--- src/pkg/mri_pkg.sv ---
// Purpose: Constants for the receive/MAC interrupt mask and status block.
// Assumes: APB slave with 32-bit data, one aligned word per register.
// Notes: Offsets are byte addresses.
package mri_pkg;

    // ********************************
    // Widths
    // ********************************
    localparam int unsigned MRI_RX_CH = 8;
    localparam int unsigned MRI_MAC_SRC = 2;
    localparam int unsigned MRI_ADDR_W = 12;
    localparam int unsigned MRI_DATA_W = 32;

    // ********************************
    // Register byte offsets
    // ********************************
    localparam logic [MRI_ADDR_W-1:0] MRI_RX_IRQ_STATUS_RAW_OFS = 12'h000;
    localparam logic [MRI_ADDR_W-1:0] MRI_RX_IRQ_STATUS_MASKED_OFS = 12'h004;
    localparam logic [MRI_ADDR_W-1:0] MRI_RX_IRQ_ENABLE_SET_OFS = 12'h008;
    localparam logic [MRI_ADDR_W-1:0] MRI_RX_IRQ_ENABLE_CLEAR_OFS = 12'h00C;
    localparam logic [MRI_ADDR_W-1:0] MRI_MAC_IRQ_STATUS_RAW_OFS = 12'h010;
    localparam logic [MRI_ADDR_W-1:0] MRI_MAC_IRQ_STATUS_MASKED_OFS = 12'h014;
    localparam logic [MRI_ADDR_W-1:0] MRI_MAC_IRQ_ENABLE_SET_OFS = 12'h018;
    localparam logic [MRI_ADDR_W-1:0] MRI_MAC_IRQ_ENABLE_CLEAR_OFS = 12'h01C;

    // ********************************
    // MAC field positions
    // ********************************
    localparam int unsigned MRI_MAC_HOST_BIT = 1;
    localparam int unsigned MRI_MAC_STAT_BIT = 0;

    // ********************************
    // Reset values
    // ********************************
    localparam logic [MRI_RX_CH-1:0] MRI_RX_RST = 8'h00;
    localparam logic [MRI_MAC_SRC-1:0] MRI_MAC_RST = 2'h0;
    localparam logic [MRI_DATA_W-1:0] MRI_DATA_RST = 32'h0000_0000;

endpackage

--- src/mri_irq_mask_status.sv ---
// Purpose: Receive-channel and MAC-level interrupt status and mask registers.
// Assumes: Pending inputs are levels synchronous to clk_sys_i.
// Notes: APB slave, zero wait states while clk_en_i is high.
`timescale 1ns/100ps

module mri_irq_mask_status (
    // Clock, reset, enable
    input wire logic clk_sys_i,
    input wire logic rst_b_i,
    input wire logic clk_en_i,
    // APB slave
    input wire logic psel_i,
    input wire logic penable_i,
    input wire logic pwrite_i,
    input wire logic [mri_pkg::MRI_ADDR_W-1:0] paddr_i,
    input wire logic [mri_pkg::MRI_DATA_W-1:0] pwdata_i,
    output logic [mri_pkg::MRI_DATA_W-1:0] prdata_o,
    output logic pready_o,
    output logic pslverr_o,
    // Interrupt sources
    input wire logic [mri_pkg::MRI_RX_CH-1:0] rx_channel_pending_i,
    input wire logic host_error_pending_i,
    input wire logic statistics_pending_i,
    // Combined request
    output logic irq_o
);
    import mri_pkg::*;

    // ********************************
    // State
    // ********************************
    typedef struct packed {
        logic [MRI_RX_CH-1:0] rx_raw;
        logic [MRI_RX_CH-1:0] rx_en;
        logic [MRI_MAC_SRC-1:0] mac_raw;
        logic [MRI_MAC_SRC-1:0] mac_en;
        logic [MRI_DATA_W-1:0] rdata;
        logic slverr;
        logic rd_ready;
        logic irq;
    } mri_state_t;

    mri_state_t state_reg;
    mri_state_t state_next;

    logic [MRI_RX_CH-1:0] rx_masked;
    logic [MRI_MAC_SRC-1:0] mac_masked;
    logic [MRI_MAC_SRC-1:0] mac_src;
    logic [MRI_DATA_W-1:0] rd_mux;
    logic rd_hit;
    logic xfer_done;
    logic wr_done;

    // ********************************
    // Masked views
    // ********************************
    genvar ch;
    generate
        for (ch = 0; ch < MRI_RX_CH; ch++) begin : g_rx_mask
            assign rx_masked[ch] = state_reg.rx_raw[ch] & state_reg.rx_en[ch];
        end
    endgenerate

    assign mac_masked = state_reg.mac_raw & state_reg.mac_en;

    always_comb begin
        mac_src = MRI_MAC_RST;
        mac_src[MRI_MAC_HOST_BIT] = host_error_pending_i;
        mac_src[MRI_MAC_STAT_BIT] = statistics_pending_i;
    end

    // ********************************
    // Read decode
    // ********************************
    // Narrow fields zero-extended so upper bits always read zero
    always_comb begin
        rd_mux = MRI_DATA_RST;
        rd_hit = 1'b1;
        unique case (paddr_i)
            MRI_RX_IRQ_STATUS_RAW_OFS: begin
                rd_mux[MRI_RX_CH-1:0] = state_reg.rx_raw;
            end
            MRI_RX_IRQ_STATUS_MASKED_OFS: begin
                rd_mux[MRI_RX_CH-1:0] = rx_masked;
            end
            MRI_RX_IRQ_ENABLE_SET_OFS, MRI_RX_IRQ_ENABLE_CLEAR_OFS: begin
                rd_mux[MRI_RX_CH-1:0] = state_reg.rx_en;
            end
            MRI_MAC_IRQ_STATUS_RAW_OFS: begin
                rd_mux[MRI_MAC_SRC-1:0] = state_reg.mac_raw;
            end
            MRI_MAC_IRQ_STATUS_MASKED_OFS: begin
                rd_mux[MRI_MAC_SRC-1:0] = mac_masked;
            end
            MRI_MAC_IRQ_ENABLE_SET_OFS, MRI_MAC_IRQ_ENABLE_CLEAR_OFS: begin
                rd_mux[MRI_MAC_SRC-1:0] = state_reg.mac_en;
            end
            default: begin
                rd_hit = 1'b0;
            end
        endcase
    end

    // Read data is captured before the access completes so prdata is a flop
    assign pready_o = clk_en_i & state_reg.rd_ready;
    assign xfer_done = psel_i & penable_i & pready_o;
    assign wr_done = xfer_done & pwrite_i & rd_hit;

    // ********************************
    // Next state
    // ********************************
    always_comb begin
        state_next = state_reg;
        state_next.rx_raw = rx_channel_pending_i;
        state_next.mac_raw = mac_src;
        if (psel_i && !state_reg.rd_ready) begin
            state_next.rdata = rd_mux;
            state_next.slverr = ~rd_hit;
            state_next.rd_ready = 1'b1;
        end
        if (xfer_done) begin
            state_next.rd_ready = 1'b0;
        end
        // Writes to status offsets fall through untouched
        if (wr_done) begin
            unique case (paddr_i)
                MRI_RX_IRQ_ENABLE_SET_OFS: begin
                    state_next.rx_en = state_reg.rx_en | pwdata_i[MRI_RX_CH-1:0];
                end
                MRI_RX_IRQ_ENABLE_CLEAR_OFS: begin
                    state_next.rx_en = state_reg.rx_en & ~pwdata_i[MRI_RX_CH-1:0];
                end
                MRI_MAC_IRQ_ENABLE_SET_OFS: begin
                    state_next.mac_en = state_reg.mac_en | pwdata_i[MRI_MAC_SRC-1:0];
                end
                MRI_MAC_IRQ_ENABLE_CLEAR_OFS: begin
                    state_next.mac_en = state_reg.mac_en & ~pwdata_i[MRI_MAC_SRC-1:0];
                end
                default: begin
                    state_next.mac_en = state_reg.mac_en;
                end
            endcase
        end
        state_next.irq = (|(state_next.rx_raw & state_next.rx_en))
                       | (|(state_next.mac_raw & state_next.mac_en));
    end

    // ********************************
    // Registers
    // ********************************
    always_ff @(posedge clk_sys_i) begin
        if (!rst_b_i) begin
            state_reg.rx_raw <= MRI_RX_RST;
            state_reg.rx_en <= MRI_RX_RST;
            state_reg.mac_raw <= MRI_MAC_RST;
            state_reg.mac_en <= MRI_MAC_RST;
            state_reg.rdata <= MRI_DATA_RST;
            state_reg.slverr <= 1'b0;
            state_reg.rd_ready <= 1'b0;
            state_reg.irq <= 1'b0;
        end else if (clk_en_i) begin
            state_reg <= state_next;
        end
    end

    assign prdata_o = state_reg.rdata;
    assign pslverr_o = state_reg.slverr;
    assign irq_o = state_reg.irq;

endmodule // mri_irq_mask_status

--- config.mk ---
export PLATFORM = sky130hd
export DESIGN_NAME = mri_irq_mask_status
export DESIGN_NICKNAME = d
export VERILOG_FILES = /design/src/pkg/mri_pkg.sv /design/src/mri_irq_mask_status.sv
export SDC_FILE = /design/constraint.sdc
export NUM_CORES = 1
export LEC_CHECK = 0
export ABC_AREA = 1
export BUFFER_PORTS_ARGS = -buffer_cell sky130_fd_sc_hd__buf_2
export CORE_ASPECT_RATIO = 1.2
export CORE_MARGIN = 1
export CORE_UTILIZATION = 45
export DETAILED_ROUTE_END_ITERATION = 12
export GPL_TIMING_DRIVEN = 0
export HOLD_SLACK_MARGIN = 0.06
export PLACE_DENSITY = 0.78
export SETUP_SLACK_MARGIN = 0.5
export SLEW_MARGIN = 30
export SYNTH_ARGS = -nofsm -noshare
export SYNTH_HDL_FRONTEND = slang
export SYNTH_SLANG_ARGS = --single-unit
--- constraint.sdc ---
create_clock -name clk_sys_i -period 1.9 [get_ports clk_sys_i]
set_input_delay 0.19 -clock clk_sys_i [delete_from_list [all_inputs] [get_ports clk_sys_i]]
set_output_delay 0.19 -clock clk_sys_i [all_outputs]
set_load 0.01 [all_outputs]
==> out/metrics.cfg <==
[status]
outcome = finished, final reports clean

[critical_path]
arrival_ns = 1.86
regToRegStartpoint = state_reg[1]
crit_chain = nand2_2 -> nor2_2 -> nand3_2 -> clkinv_2 -> nand2_4 -> buf_8 -> o21bai_4 -> nand2_1 -> nand2_1 -> nand2_1 -> nor2_1 -> nand2_1 -> nor2_1 -> nor2_1
r2r_cells = 14
crit_fanout = 5
crit_type = flop to flop
cp_num_buf_inv = 2
path_common_cell = nand2_1
cp-start-kind = flop
crit_start = state_reg[1]
crit_path_end_kind = flop
cp_top_family = simple AND/OR/NAND/NOR gates
cp.depth = 14
critPathSlowestCell = dfxtp_2
required_ns = 2.08
crit_path_max_incr_delay_ns = 0.34

[floorplanning]
die_area_sq_um = 4650
io_pins = 95
start_util_pct = 46.6
die_x_um = 62.4
rows = 26
die_h_um = 74.5
fp.coreArea_sq_um = 4230

[yosys]
syn_inst = 300
synth_fa_ha_area_share_pct = 0
yosysTopAreaCell = dfxtp_1
yosys_warnings = 0
synthXorXnorAreaFrac_pct = 0
synth_top_area_share_pct = 31.5
ys_seq_elements = 31
synth_compound_area_share_pct = 17.0
synth_edf_count = 0
synth-simple-area-share_pct = 32.3
synthMuxAreaShare_pct = 0
synth_top_family_by_area = simple AND/OR/NAND/NOR gates
avgSynthCellArea_sq_um = 6.57
synth.distinct_cells = 29
synth_area_leaders = dfxtp_1, nand2_1, buf_4
synth-seq-area-share_pct = 31.5
async_flop_share_pct = 0
synthesis.area_sq_um = 1970
ys.flop_type = dfxtp_1

[final_layout]
area_delta_synth_final_pct = 32.7
largest_reg_flops = 21
fin_nets = 444
layout.cells.non_filler = 440
drive_gt1_share_pct = 33.3
n_antenna_cell = 0

[drt]
dr_total_vias = 2085
wire_per_inst_um = 12.1
drc = 0
drtAntennaViolNets = 0
avgViaCountPerCell = 4.74
drtIter0Drc = 127
first_pass_iters = 4
wl_um = 5330

[timing]
fmax_mhz = 596
fin_crit_ns = 1.68
tns_ns = 0
relSlewSlack_pct = 63.6
worst_clock_skew_ns = 0.00709
finalSetupViolCount = 0
worstMarginPinSlew_ns = 0.547
slew_viol_final = 0
hold_violations = 0
fin_crit_sh_pct = 88.3
rsz0062_at_grt = true

[flow_run]
drv_cap = 0

[cts]
cts-root-buf = clkbuf_8
cts_sinks = 31
cts_tree = done
holdBufCountCts = 0
numCtsBuffers = 5
clk_pin_slew_ns = 0.07
insertion_delay_ns = 0.29
htree_levels = 2
clk_path_buf_depth = 2

[place]
dp_hpwl_um = 3790
dp.cells = 425
place_congestion = 0.889
io_buffer_count = 46

[grt]
antenna_found_initial = 0
grt_pass1_wl_um = 8000
grt_pass1_vias = 1786
grt_max_degree = 11
grt_use_total_pct = 22.8
grt.overflow.total = 0

[power]
power.total_mw = 1.53
leakage_nw = 1.31
ir_drop_uv = 413
p_per_area_nw_per_um2 = 584

[hold_path]
hold_path_class = primary input to flop
hold_depth = 3
hp-start = rx_channel_pending_i[4]

-- cell families after synthesis --
group                  after synthesis
buffers and inverters               66
DFF                                 31
and+or+nand+nor                    143
other                                1
AOI/OAI and AO/OA                   59
-- per-stage QoR --
step	cell area (sq um)	utilization [%]	setup WS (ns)	hold slack (ns)
3_5_place_dp	2370	56.2	0.0702	0.436
3_3_place_gp	2370	56.2	0.119	0.429
6_report	2620	61.8	0.222	0.136
2_1_floorplan	2070	-	0.468	0.325
5_1_grt	2620	61.8	0.120	0.142
4_1_cts	2550	60.3	0.279	0.142
-- layout by cell type, fill, tap and decap left out, types with 5 or more instances in the layout --
master	Yosys	final
nand2_1	71	69
buf_2	1	47
buf_4	32	39
nor2_1	37	35
dfxtp_1	31	30
conb_1	1	24
a21oi_1	22	20
inv_1	19	19
o21ai_0	17	17
nand3_1	15	14
o211ai_1	7	7
clkbuf_1	5	6
o21ai_1	8	6
nand2_2	4	5
inv_2	6	5
clkbuf_8	0	5
-- where the power goes --
part           internal [mW]  leakage [nW]  switching (mW)
combinational         0.0874          1.00           0.124
sequential             0.670         0.253          0.0107
clock                  0.384        0.0513           0.252
total                   1.14          1.31           0.386
-- synth_stat cells (2+ instances only) --
library cell	instances
o21bai_2	2
nor3_1	5
o21ai_0	17
inv_1	19
o211ai_1	7
nand2_2	4
a21oi_1	22
buf_4	32
nand2_1	71
o21ai_1	8
nor2_4	3
nor2_1	37
nor2_2	3
dfxtp_1	31
clkbuf_1	5
inv_2	6
clkinv_1	2
nand3_1	15
-- path summary, 6_finish.rpt --
kind                    to  slack [ns]
max                  irq_o        0.22
max reg2reg          irq_o        0.22
min          state_reg[51]        0.14
min reg2reg    prdata_o[0]        0.46
-- per-layer routing --
layer	wire length, um	global-route usage [%]	part of all wire [%]
met2	2640	42.1	50
met1	2160	25.9	41
met5	0	0	0
met3	438	4.14	8.2
met4	92	10.1	1.7
-- final cells by class --
class	instances	area (sq um)
tap	56	70.1
buffer	39	279
multi-input combinational	226	1130
inverter	27	105
sequential	31	622
clock buffer	6	72.6
timing repair buffer	54	310
fill	414	1610
clock inverter	1	30.0
-- what timing repair did --
action | 4_1_cts | 5_1_grt
resized for setup | 5 | 11
gates cloned | 1 | 0
pin swaps | 4 | 13
setup buffers | 2 | 5
setup endpoints to repair | 7 | 18
-- tightest hold or removal path, cell delays in order --
cell    delay, ns
buf_2        0.09
nor2_1       0.04
nor2_1       0.08
Power figures use the tool's default switching activity.
